File: config.mk
export PLATFORM = sky130hd
export DESIGN_NAME = sse_spi_status
export DESIGN_NICKNAME = d
export VERILOG_FILES = /design/src/hdl/sse_pkg.sv /design/src/hdl/sse_spi_status.sv
export SDC_FILE = /design/constraint.sdc
export NUM_CORES = 1
export LEC_CHECK = 0
export BUFFER_PORTS_ARGS = -buffer_cell sky130_fd_sc_hd__buf_2
export CORE_MARGIN = 8
export CORE_UTILIZATION = 40
export DETAILED_ROUTE_END_ITERATION = 10
export SLEW_MARGIN = 20
export SYNTH_ARGS = -nofsm -noshare
export SYNTH_HDL_FRONTEND = slang
export SYNTH_SLANG_ARGS = --single-unit
File: constraint.sdc
create_clock -name i_ref_clk -period 2.8 [get_ports i_ref_clk]
set_input_delay 0.56 -clock i_ref_clk [delete_from_list [all_inputs] [get_ports i_ref_clk]]
set_output_delay 0.56 -clock i_ref_clk [all_outputs]
set_load 0.005 [all_outputs]
File: src/hdl/sse_pkg.sv
// package of constants and frame types for the spi status encoder block
package sse_pkg;
   localparam int         FRAME_BITS      = 16;
   localparam int         DATA_BITS       = 10;
   localparam int         REG_COUNT       = 8;
   localparam logic [4:0] BIT_CNT_FULL    = 5'h10;
   localparam logic [4:0] BIT_IDX_DATA    = 5'h06;
   // mode select command codes
   localparam logic [2:0] MODE_READ_ONLY  = 3'h7;
   // configuration select codes
   localparam logic [2:0] SEL_WAKE        = 3'h0;
   localparam logic [2:0] SEL_CONFIG      = 3'h4;
   localparam logic [2:0] SEL_WDOG        = 3'h6;
   localparam logic [2:0] SEL_DIAG        = 3'h7;
   // previous-mode codes shown in the first frame
   localparam logic [2:0] PMODE_INIT      = 3'h0;
   localparam logic [2:0] PMODE_RESTART   = 3'h1;
   localparam logic [2:0] PMODE_SLEEP     = 3'h2;
   localparam logic [2:0] PMODE_FAILSAFE  = 3'h3;
   // configuration register fields
   localparam int         CFG_THRESH_LSB  = 0;
   localparam int         CFG_FALLBACK_ON = 6;
   localparam int         CFG_WD_TO_FB    = 8;
   localparam logic [1:0] THRESH_INVALID  = 2'h0;
   localparam logic [1:0] THRESH_LEVEL_ONE = 2'h1;
   // watchdog register field
   localparam int         WDOG_CODE_LSB   = 0;
   localparam logic [4:0] WDOG_CODE_SPLIT = 5'h10;
   localparam logic [10:0] WDOG_STEP_LO_MS = 11'h010;
   localparam logic [10:0] WDOG_STEP_HI_MS = 11'h030;
   localparam logic [10:0] WDOG_OFFSET_MS  = 11'h1D0;
   // reset values
   localparam logic [9:0] RST_CONFIG      = 10'h115;
   localparam logic [9:0] RST_WDOG        = 10'h1EF;
   localparam logic [9:0] RST_OTHER       = 10'h000;
   localparam logic [1:0] RST_RESTART     = 2'h0;
   localparam logic [2:0] RST_FALLBACK    = 3'h0;
   localparam int         WAKE_BITS       = 5;

   typedef struct packed {
      logic [9:0] data;
      logic [2:0] cfg_sel;
      logic [2:0] mode;
   } sse_frame_s;

   typedef struct packed {
      logic       sw_dev_mode;
      logic       two_fail;
      logic       supply_off;
   } sse_strap_s;
endpackage

File: src/hdl/sse_spi_status.sv
// spi command interpreter with reset, watchdog and diagnostic encoders
//
// Functional notes
// - threshold code 00 is invalid; previously selected threshold is kept
// - codes 01, 10, 11 select reset levels one, two, three
// - five-bit watchdog period field, default code 01111 (256 ms)
// - codes 0..15 give (n+1)*16 ms, codes 16..31 give n*48-464 ms
// - read-only read of diagnostic register clears restart cause
// - leaving sleep or fail-safe clears restart cause
// - restart cause codes: none, undervoltage, watchdog/cyclic wake, flash/external
// - three-bit fallback cause, back to 000 when fallback output switched off
// - fallback cause codes 001..110 name the activating failure, 111 reserved
// - three-bit readout of strap, test pin and fail-to-fallback setting
// - readout 000..011 report configurations 1 to 4
// - top readout bit means software development mode, watchdog failure harmless
// - non read-only commands get their data in the following frame
// - first frame in normal mode shows previous mode and a chosen register
// - showing bits in that first frame does not clear them
// - read-only clears the selected register's sticky bits except the fallback cause, not live state
// - read-only writes no register and changes no mode
// - read-only command counts as a watchdog trigger
// - read-only shifts out selected register within the same frame
// - select 111 is not writable; reads return the diagnostic fields
// - threshold selector lives in configuration register 100, default 01
`timescale 1ns/10ps
module sse_spi_status
   import sse_pkg::*;
(
   input  wire logic                 i_ref_clk,
   input  wire logic                 i_srst,
   input  wire logic                 i_spi_clk,
   input  wire logic                 i_spi_csn,
   input  wire logic                 i_spi_sdi,
   input  wire logic                 i_strap_int_cfg,
   input  wire logic                 i_strap_test,
   input  wire logic [2:0]           i_cur_mode,
   input  wire logic                 i_enter_normal,
   input  wire logic [2:0]           i_prev_mode,
   input  wire logic                 i_restart_by_fail,
   input  wire logic                 i_leave_sleep_fs,
   input  wire logic                 i_restart_evt,
   input  wire logic [1:0]           i_restart_code,
   input  wire logic                 i_fallback_evt,
   input  wire logic [2:0]           i_fallback_code,
   input  wire logic [WAKE_BITS-1:0] i_wake_evt,
   input  wire logic [WAKE_BITS-1:0] i_wake_state,
   output logic                      o_spi_sdo,
   output logic                      o_spi_sdo_oe,
   output logic [1:0]                o_reset_level,
   output logic [10:0]               o_wdog_period_ms,
   output logic [4:0]                o_wdog_code,
   output logic                      o_fallback_on,
   output logic [1:0]                o_restart_cause,
   output logic [2:0]                o_fallback_cause,
   output logic [2:0]                o_strap_readout,
   output logic                      o_sw_dev_mode,
   output logic                      o_mode_cmd_vld,
   output logic [2:0]                o_mode_cmd,
   output logic                      o_wdog_trig
);

   // watchdog period in ms from the five-bit code
   function automatic logic [10:0] wdog_ms(input logic [4:0] code);
      logic [10:0] n;
      n = {6'h00, code};
      if (code < WDOG_CODE_SPLIT)
         wdog_ms = 11'((n + 11'h001) * WDOG_STEP_LO_MS);
      else
         wdog_ms = 11'((n * WDOG_STEP_HI_MS) - WDOG_OFFSET_MS);
   endfunction

   // synchronisers for the spi pins and straps
   logic [2:0]             clk_sync_reg;
   logic [1:0]             csn_sync_reg;
   logic [1:0]             sdi_sync_reg;
   logic [1:0]             strap_int_sync_reg;
   logic [1:0]             strap_test_sync_reg;

   logic [FRAME_BITS-1:0]  rx_reg;
   logic [4:0]             bit_cnt_reg;
   logic                   active_reg;
   logic [DATA_BITS-1:0]   regs_reg [REG_COUNT];
   logic [WAKE_BITS-1:0]   wake_flag_reg;
   logic [2:0]             resp_sel_reg;
   logic [2:0]             tx_sel_reg;
   logic [DATA_BITS-1:0]   resp_data_reg;
   logic [2:0]             resp_mode_reg;
   logic                   first_pend_reg;
   logic [2:0]             first_mode_reg;
   logic [2:0]             first_sel_reg;
   logic                   strap_done_reg;

   wire                    clk_rise   = clk_sync_reg[1] & ~clk_sync_reg[2];
   wire                    clk_fall   = ~clk_sync_reg[1] & clk_sync_reg[2];
   wire                    csn_low    = ~csn_sync_reg[1];
   wire                    frame_open = csn_low & ~active_reg;
   wire                    frame_end  = ~csn_low & active_reg;
   wire sse_frame_s        rx_frame   = rx_reg;
   wire                    frame_ok   = frame_end & (bit_cnt_reg == BIT_CNT_FULL);
   wire                    cmd_ro     = rx_frame.mode == MODE_READ_ONLY;
   wire                    ro_done    = frame_ok & cmd_ro;
   wire                    wr_done    = frame_ok & ~cmd_ro;
   wire [2:0]              cmd_sel    = rx_frame.cfg_sel;
   // writes go to every select except the diagnostic one
   wire                    wr_en      = wr_done & (cmd_sel != SEL_DIAG);
   wire                    wr_config  = wr_en & (cmd_sel == SEL_CONFIG);
   wire [1:0]              new_thresh = rx_frame.data[CFG_THRESH_LSB +: 2];
   wire                    fb_now     = regs_reg[SEL_CONFIG][CFG_FALLBACK_ON];
   wire                    fb_off_wr  = wr_config & fb_now & ~rx_frame.data[CFG_FALLBACK_ON];
   wire                    rd_diag    = ro_done & (cmd_sel == SEL_DIAG);
   wire                    rd_wake    = ro_done & (cmd_sel == SEL_WAKE);

   // readout of a register by select code
   function automatic logic [DATA_BITS-1:0] read_sel(input logic [2:0] sel);
      if (sel == SEL_DIAG)
         read_sel = {2'h0, o_strap_readout, o_fallback_cause, o_restart_cause};
      else if (sel == SEL_WAKE)
         read_sel = {i_wake_state, wake_flag_reg};
      else
         read_sel = regs_reg[sel];
   endfunction

   // outgoing frame; read-only takes its data from the select already shifted in
   wire                    ro_live    = (bit_cnt_reg >= 5'h03) & (rx_reg[2:0] == MODE_READ_ONLY);
   wire [DATA_BITS-1:0]    live_data  = read_sel(rx_reg[5:3]);
   sse_frame_s             tx_frame;
   assign tx_frame.mode    = resp_mode_reg;
   // the select shown is the one whose data this frame carries, first frame included; read-only frames show 000
   assign tx_frame.cfg_sel = ro_live ? 3'h0 : tx_sel_reg;
   assign tx_frame.data    = (ro_live && bit_cnt_reg >= BIT_IDX_DATA) ? live_data : resp_data_reg;
   wire [FRAME_BITS-1:0]   tx_word    = tx_frame;
   wire                    tx_bit     = (bit_cnt_reg < BIT_CNT_FULL) ? tx_word[bit_cnt_reg[3:0]] : 1'b0;

   // response source chosen at the start of a frame
   wire                    first_sel_src;
   assign first_sel_src    = first_pend_reg;
   wire [2:0]              open_sel   = first_sel_src ? first_sel_reg : resp_sel_reg;
   wire [2:0]              open_mode  = first_sel_src ? first_mode_reg : i_cur_mode;

   // first frame select from the previous mode
   wire [2:0]              entry_sel  = (i_prev_mode == PMODE_SLEEP)    ? SEL_WAKE :
                                        (i_prev_mode == PMODE_FAILSAFE) ? SEL_DIAG :
                                        (i_prev_mode == PMODE_RESTART && i_restart_by_fail) ? SEL_DIAG :
                                        SEL_CONFIG;

   wire [4:0]              wdog_code  = regs_reg[SEL_WDOG][WDOG_CODE_LSB +: 5];
   wire [2:0]              strap_val  = {strap_test_sync_reg[1], regs_reg[SEL_CONFIG][CFG_WD_TO_FB],
                                         strap_int_sync_reg[1]};

   always_ff @(posedge i_ref_clk)
   begin
      clk_sync_reg        <= {clk_sync_reg[1:0], i_spi_clk};
      csn_sync_reg        <= {csn_sync_reg[0], i_spi_csn};
      sdi_sync_reg        <= {sdi_sync_reg[0], i_spi_sdi};
      strap_int_sync_reg  <= {strap_int_sync_reg[0], i_strap_int_cfg};
      strap_test_sync_reg <= {strap_test_sync_reg[0], i_strap_test};
   end

   // spi shift engine
   always_ff @(posedge i_ref_clk)
   begin
      if (i_srst)
      begin
         active_reg    <= 1'b0;
         bit_cnt_reg   <= 5'h00;
         rx_reg        <= '0;
         o_spi_sdo     <= 1'b0;
         o_spi_sdo_oe  <= 1'b0;
         resp_data_reg <= RST_OTHER;
         resp_mode_reg <= PMODE_INIT;
         tx_sel_reg    <= SEL_CONFIG;
      end
      else if (frame_open)
      begin
         active_reg    <= 1'b1;
         bit_cnt_reg   <= 5'h00;
         rx_reg        <= '0;
         resp_data_reg <= read_sel(open_sel);
         resp_mode_reg <= open_mode;
         tx_sel_reg    <= open_sel;
         o_spi_sdo     <= open_mode[0];
         o_spi_sdo_oe  <= 1'b1;
      end
      else if (frame_end)
      begin
         active_reg    <= 1'b0;
         o_spi_sdo     <= 1'b0;
         o_spi_sdo_oe  <= 1'b0;
      end
      else if (active_reg && clk_rise)
      begin
         if (bit_cnt_reg < BIT_CNT_FULL)
         begin
            rx_reg[bit_cnt_reg[3:0]] <= sdi_sync_reg[1];
            bit_cnt_reg              <= bit_cnt_reg + 5'h01;
         end
      end
      else if (active_reg && clk_fall)
      begin
         o_spi_sdo <= tx_bit;
      end
   end

   // register file; read-only and diagnostic selects are never written
   always_ff @(posedge i_ref_clk)
   begin
      if (i_srst)
      begin
         for (int i = 0; i < REG_COUNT; i++)
            regs_reg[i] <= RST_OTHER;
         regs_reg[SEL_CONFIG] <= RST_CONFIG;
         regs_reg[SEL_WDOG]   <= RST_WDOG;
      end
      else if (wr_en)
      begin
         regs_reg[cmd_sel] <= rx_frame.data;
         if (wr_config && new_thresh == THRESH_INVALID)
            regs_reg[SEL_CONFIG][CFG_THRESH_LSB +: 2] <= regs_reg[SEL_CONFIG][CFG_THRESH_LSB +: 2];
      end
   end

   // response bookkeeping and first-frame selection
   always_ff @(posedge i_ref_clk)
   begin
      if (i_srst)
      begin
         resp_sel_reg   <= SEL_CONFIG;
         first_pend_reg <= 1'b0;
         first_mode_reg <= PMODE_INIT;
         first_sel_reg  <= SEL_CONFIG;
      end
      else
      begin
         if (frame_ok)
            resp_sel_reg <= cmd_sel;
         if (i_enter_normal)
         begin
            first_pend_reg <= 1'b1;
            first_mode_reg <= i_prev_mode;
            first_sel_reg  <= entry_sel;
         end
         else if (frame_open)
            first_pend_reg <= 1'b0;
      end
   end

   // sticky diagnostic and wake fields; a set in the clear cycle wins
   always_ff @(posedge i_ref_clk)
   begin
      if (i_srst)
      begin
         o_restart_cause  <= RST_RESTART;
         o_fallback_cause <= RST_FALLBACK;
         wake_flag_reg    <= '0;
      end
      else
      begin
         if (i_restart_evt)
            o_restart_cause <= i_restart_code;
         else if (rd_diag || i_leave_sleep_fs)
            o_restart_cause <= RST_RESTART;
         if (i_fallback_evt)
            o_fallback_cause <= i_fallback_code;
         else if (fb_off_wr)
            o_fallback_cause <= RST_FALLBACK;
         // only the sticky half is cleared, live state is read straight through
         wake_flag_reg <= (rd_wake ? '0 : wake_flag_reg) | i_wake_evt;
      end
   end

   // decoded controls
   always_ff @(posedge i_ref_clk)
   begin
      if (i_srst)
      begin
         o_reset_level    <= THRESH_LEVEL_ONE;
         o_wdog_code      <= RST_WDOG[4:0];
         o_wdog_period_ms <= wdog_ms(RST_WDOG[4:0]);
         o_fallback_on    <= 1'b0;
         o_mode_cmd_vld   <= 1'b0;
         o_mode_cmd       <= PMODE_INIT;
         o_wdog_trig      <= 1'b0;
      end
      else
      begin
         if (regs_reg[SEL_CONFIG][CFG_THRESH_LSB +: 2] != THRESH_INVALID)
            o_reset_level <= regs_reg[SEL_CONFIG][CFG_THRESH_LSB +: 2];
         o_wdog_code      <= wdog_code;
         o_wdog_period_ms <= wdog_ms(wdog_code);
         o_fallback_on    <= fb_now;
         o_mode_cmd_vld   <= wr_done;
         if (wr_done)
            o_mode_cmd <= rx_frame.mode;
         o_wdog_trig      <= frame_ok;
      end
   end

   // straps are caught once, after reset release, once synchronised
   always_ff @(posedge i_ref_clk)
   begin
      if (i_srst)
      begin
         strap_done_reg  <= 1'b0;
         o_strap_readout <= 3'h0;
         o_sw_dev_mode   <= 1'b0;
      end
      else
      begin
         if (!strap_done_reg)
         begin
            strap_done_reg <= 1'b1;
            o_strap_readout[2] <= strap_val[2];
            o_strap_readout[0] <= strap_val[0];
         end
         o_strap_readout[1] <= strap_val[1];
         if (!strap_done_reg)
            o_sw_dev_mode <= strap_val[2];
      end
   end

endmodule // sse_spi_status

* Word-level counts from Yosys, hierarchy flattened
Memories as Yosys holds them, arrays and structs flattened. A register that Yosys moved wholly into a read port is not among the register bits.
Index checks and enable logic that the tools add are counted.
** Storage, ports and cells
- Register bits :: 99
- Bits in latches :: 0
- RAM bits :: 80
- Bits in read-only memories :: 0
- Input port bits :: 33
- Output and inout port bits :: 35
- Logic and storage cells :: 154
- Memories :: 1
** Memory list
- regs_reg :: depth 8, width 10, rd ports 4, clocked after Yosys merged registers in 1, write ports 8, RTL line sse_spi_status.sv:82 : logic [DATA_BITS-1:0] regs_reg [REG_COUNT];
** Operators by class
- $add $sub $neg :: 3
- Multiply operators :: 1
- Divide/modulo/power cells :: 0
- $lt $le $gt $ge :: 6
- Equal/unequal tests :: 11
- Shift-type cells :: 0
- Muxes and demuxes :: 49
- Bitwise logic cells :: 31
- Reductions and logical operators :: 21
** Operators with widths (number)
- 2-to-1 mux 10 bit :: 8
- 2-to-1 mux 3 bit :: 9
- 2-to-1 mux 1 bit :: 21
- bitwise AND 1 bit :: 17
- bitwise mux 16 bit :: 1
- == test 3 bit (second input constant) :: 5
- 2-to-1 mux 2 bit :: 6
- 2-to-1 mux 11 bit :: 1
- subtractor 11 x 9 -> 11 bit (second input constant) :: 1
- less-than comparator 5 bit (second input constant) :: 2
- nonzero test 2 bit :: 5
- OR reduction 10 bit :: 1
- NOT 1 bit :: 9
- multiplier 5 x 2 -> 7 bit (second input constant) :: 1
- adder 5 x 1 -> 6 bit (second input constant) :: 1
- == test 3 x 2 -> 1 bit (second input constant) :: 2
- logical AND 1 bit :: 6
- zero test 3 bit :: 2
- != test 3 bit (second input constant) :: 2
- adder 5 x 1 -> 5 bit (second input constant) :: 1
- == test 5 bit (second input constant) :: 1
- greater-or-equal comparator 5 x 2 -> 1 bit (second input constant) :: 1
- greater-or-equal comparator 5 x 3 -> 1 bit (second input constant) :: 1
- less-than comparator 4 x 5 -> 1 bit (second input constant) :: 1
- 14 further kinds :: 17

* Longest topological paths before layout
- Word-level depth :: 15
- Gate-level depth with buffers :: 10
- Gate-level depth less buffers :: 9

* Least setup slack after synthesis
No wires, ideal clock.
- Path kind :: in2reg
- Start :: input port i_srst
- End :: memory regs_reg[2][2] (enable)
- Setup time :: 384 ps
- Arrival time :: 1983 ps
- Required time :: 2416 ps
- Setup slack :: 433 ps
- Stages on the path :: 6
- Buffers on the path :: 3
- Cells stage by stage :: clkbuf_8 nor3_2 nand2b_1 clkbuf_1 clkbuf_1 o21ai_0
** RTL lines
- from (decl) :: RTL line sse_spi_status.sv:30 : input wire logic i_srst,
- to (decl) :: RTL line sse_spi_status.sv:82

==> impl_metrics.toml <==
[sta]
finalMaxSlewViolations = 0
fin_skew_ps = 12.2
rsz0062_at_grt = "no"
period_share_pct = 84.4
worstMarginPinSlew_ps = 594
hold_violations = 0
finalSetupViolCount = 0
fmax_ghz = 0.423
min_period_ps = 2360
relSlewSlack_pct = 60.3
setup_tns_ps = 0

[synthesis]
syn_avg_cell_area_sq_um = 10.6
synth_ff_type = "dfxtp_1"
synth_warnings = 0
synth_cell_type_count = 65
synth-edff-count = 80
yosys_register_bits = 176
synth_top_area_cell = "edfxtp_1"
netlist.area_leader.share_pct = 28.1
synth_cells = 804
synth_seq_area_share_pct = 50.5
syn_area_sq_um = 8560
async_reset_ff_share_pct = 0
ys_top_cells_by_area = "edfxtp_1, dfxtp_1, mux2i_1, nand2_1, and2_1"

[clocking]
cts_num_sinks = 176
post_cts_buffers = 0
path_clk_slew_ps = 70
hold_buffers = 0
clockBufferDepth = 2
clock_latency_ps = 440
cts_htree_levels = 4
cts_tree = "yes"
cts_buffers = 17
cts_root_buf = "clkbuf_16"
postCtsResizedCells = 0

[setup_path]
cp.arrival_ps = 2680
crit_buf_inv = 1
critPathCaptureType = "flop"
reg2reg_from = "regs_reg[6][1]"
cp_cell_sequence = "ha_1 -> inv_1 -> fa_1 -> nand2b_1 -> a21oi_1 -> nor2_1 -> or4_1 -> a31oi_1 -> nor2_1"
crit_path_start = "regs_reg[6][1]"
path_common_cell = "nor2_1"
r2r_setup_slack_ps = 440
cp_top_family = "simple AND/OR/NAND/NOR gates"
crit_path_end = "o_wdog_period_ms[9]"
cp_max_fo = 5
rr_worst_depth = 9
worstSetupPathType = "flop to flop"
max_stage_delay_ps = 420
start_kind = "flop"
reg2reg_to = "o_wdog_period_ms[9]"
cp.depth = 9
cpMaxStageDelayCell = "edfxtp_1"
worstPathRequired_ps = 3110

[worst_hold_path]
hold_class = "input port to flop"
hp-start = "i_spi_clk"

[pwr]
power.density_nw_per_um2 = 571
cellLeakagePower_uw = 0.00390
ir_drop_mv = 0.289

[global_route]
grt_pass1_vias = 6408
grt_usage_pct = 19.2
grt_pass1_wl_mm = 38.3
antenna_found_initial = 0
overflow = 0
grt_max_degree = 43

[run_status]
outcome = "finished clean"

[layout]
layout-drive-gt1-share_pct = 19.5
final_nets = 936
largest_reg_flops = 80
instances_no_fill = 1177
fillers = 1923
area_growth_pct = 15.2
diodes = 0

[route]
vias = 6626
wirelength_mm = 25.1
vias_per_cell = 5.63
antenna_left = 0
drtIter0Drc = 554
drt_pass1_iterations = 6
wire_per_inst_microns = 21.3
drc = 0

[floorplanning]
die_area_sq_um = 26300
core_area_sq_um = 21000
die_h_microns = 162
initial_core_util_pct = 40.7
die_x_microns = 162
ioPinCount = 68
row_count = 53

[placed_design]
dp_hpwl_mm = 18.2
gp_congestion = 0.885
dp_cells = 1145
numPortBuffers = 63

[run]
cap_violations = 0
## routing by layer
metal  share of wire, %  track usage (%)  vias up
met4                4.3             10.4        0
met5                  0                0        -
li1                   -                -     3068
met2                 47             31.1      322
met1                 41             23.9     3172
met3                7.9             3.59       64
## logic make-up (layout without fill, tap and decap cells)
| group | Yosys count | in the layout | synth area share (%) |
|---|---|---|---|
| adder cells (fa/ha/maj) | 14 | 14 | 2.14 |
| AO/OA/AOI/OAI | 127 | 127 | 10.7 |
| buffers and inverters | 80 | 165 | 5.51 |
| multiplexers | 66 | 66 | 11.4 |
| AND/OR/NAND/NOR | 328 | 328 | 18.5 |
| flip-flops | 176 | 176 | 50.5 |
| other | 1 | 14 | 0.0438 |
| XOR/XNOR | 12 | 12 | 1.23 |
## synthesized netlist by cell type (5+ instances only)
library cell / instances
nor2_1: 77
a31oi_1: 12
nor2b_1: 10
mux2_2: 6
a21oi_1: 19
o21ai_0: 17
mux4_2: 8
mux2i_1: 39
o211ai_1: 5
a221oi_1: 7
clkbuf_1: 27
a311oi_1: 8
a22oi_1: 6
and2_1: 54
ha_1: 13
xnor2_1: 6
dfxtp_1: 96
nand4_1: 6
buf_6: 9
a211oi_1: 22
nor3_1: 10
buf_4: 10
or3_1: 9
mux4_1: 12
nand2_1: 100
nand3_1: 31
buf_2: 8
xor2_1: 6
edfxtp_1: 80
inv_1: 20
and3_1: 10
## through the flow
stage / util (%) / worst slack [ps] / hold WS, ps / instance area, sq um / total power [uW]
final: 46.9 / 438 / 222 / 9860 / 5620
after global routing: 46.9 / 194 / 205 / 9860 / 5820
after CTS: 46.9 / 442 / 205 / 9860 / 5660
after detailed placement: 44.1 / 442 / 317 / 9270 / 3320
after global placement: 44.1 / 486 / 311 / 9270 / 3320
after floorplan: - / 433 / 310 / 8600 / 3150
## worst min-delay path by stage
stage	end	slack, ps	cells past startpoint
4_1_cts	clk_sync_reg[0]	210	1
3_5_place_dp	sdi_sync_reg[1]	320	0
6_report	clk_sync_reg[0]	220	1
2_1_floorplan	clk_sync_reg[1]	310	0
5_1_grt	csn_sync_reg[0]	200	1
3_3_place_gp	sdi_sync_reg[1]	310	0
## cells in the final DEF, fill, tap and decap left out, types with 4 or more instances in the layout
master and count:
mux2i_1 37, or3_1 9, mux4_1 12, nand3_1 31
nand2_1 100, nand4_1 6, nor3_1 10, nor2b_1 10
o211ai_1 5, a21oi_1 19, a31oi_1 12, and2_1 54
mux4_2 8, nand2b_1 4, edfxtp_1 80, a22oi_1 6
mux2_2 6, o2111ai_1 4, ha_1 13, dfxtp_1 96
xor2_1 6, clkbuf_16 18, inv_1 20, a211oi_1 22
clkinv_4 4, conb_1 14, nor2_1 77, a221oi_1 7
o21ai_0 17, and3_1 10, or2_2 4, buf_2 63
a311oi_1 8, buf_4 49, xnor2_1 6
## report_power, final
part           switching (uW)  internal, uW  total [uW]
registers                83.5          2800        2880
clock network            1060          1300        2360
logic                     223           165         388
total                    1360          4260        5620
## worst reg2reg max path, stage by stage (launching register included)
cell and delay [ps]:
edfxtp_1 420, ha_1 240, inv_1 90, fa_1 400
nand2b_1 160, a21oi_1 230, nor2_1 80, or4_1 400
a31oi_1 170, nor2_1 50
## final cells by class
class / instances / area [sq um] / share of cell area, %
inverters: 20 / 75.1 / 0.762
repair buffers: 113 / 703 / 7.13
well taps: 275 / 344 / 3.49
flip-flops and latches: 176 / 4320 / 43.9
multi-input cells: 561 / 3820 / 38.8
clock inverters: 12 / 110 / 1.12
clock buffers: 20 / 478 / 4.85
No activity file was read; power rests on OpenSTA's default activity.
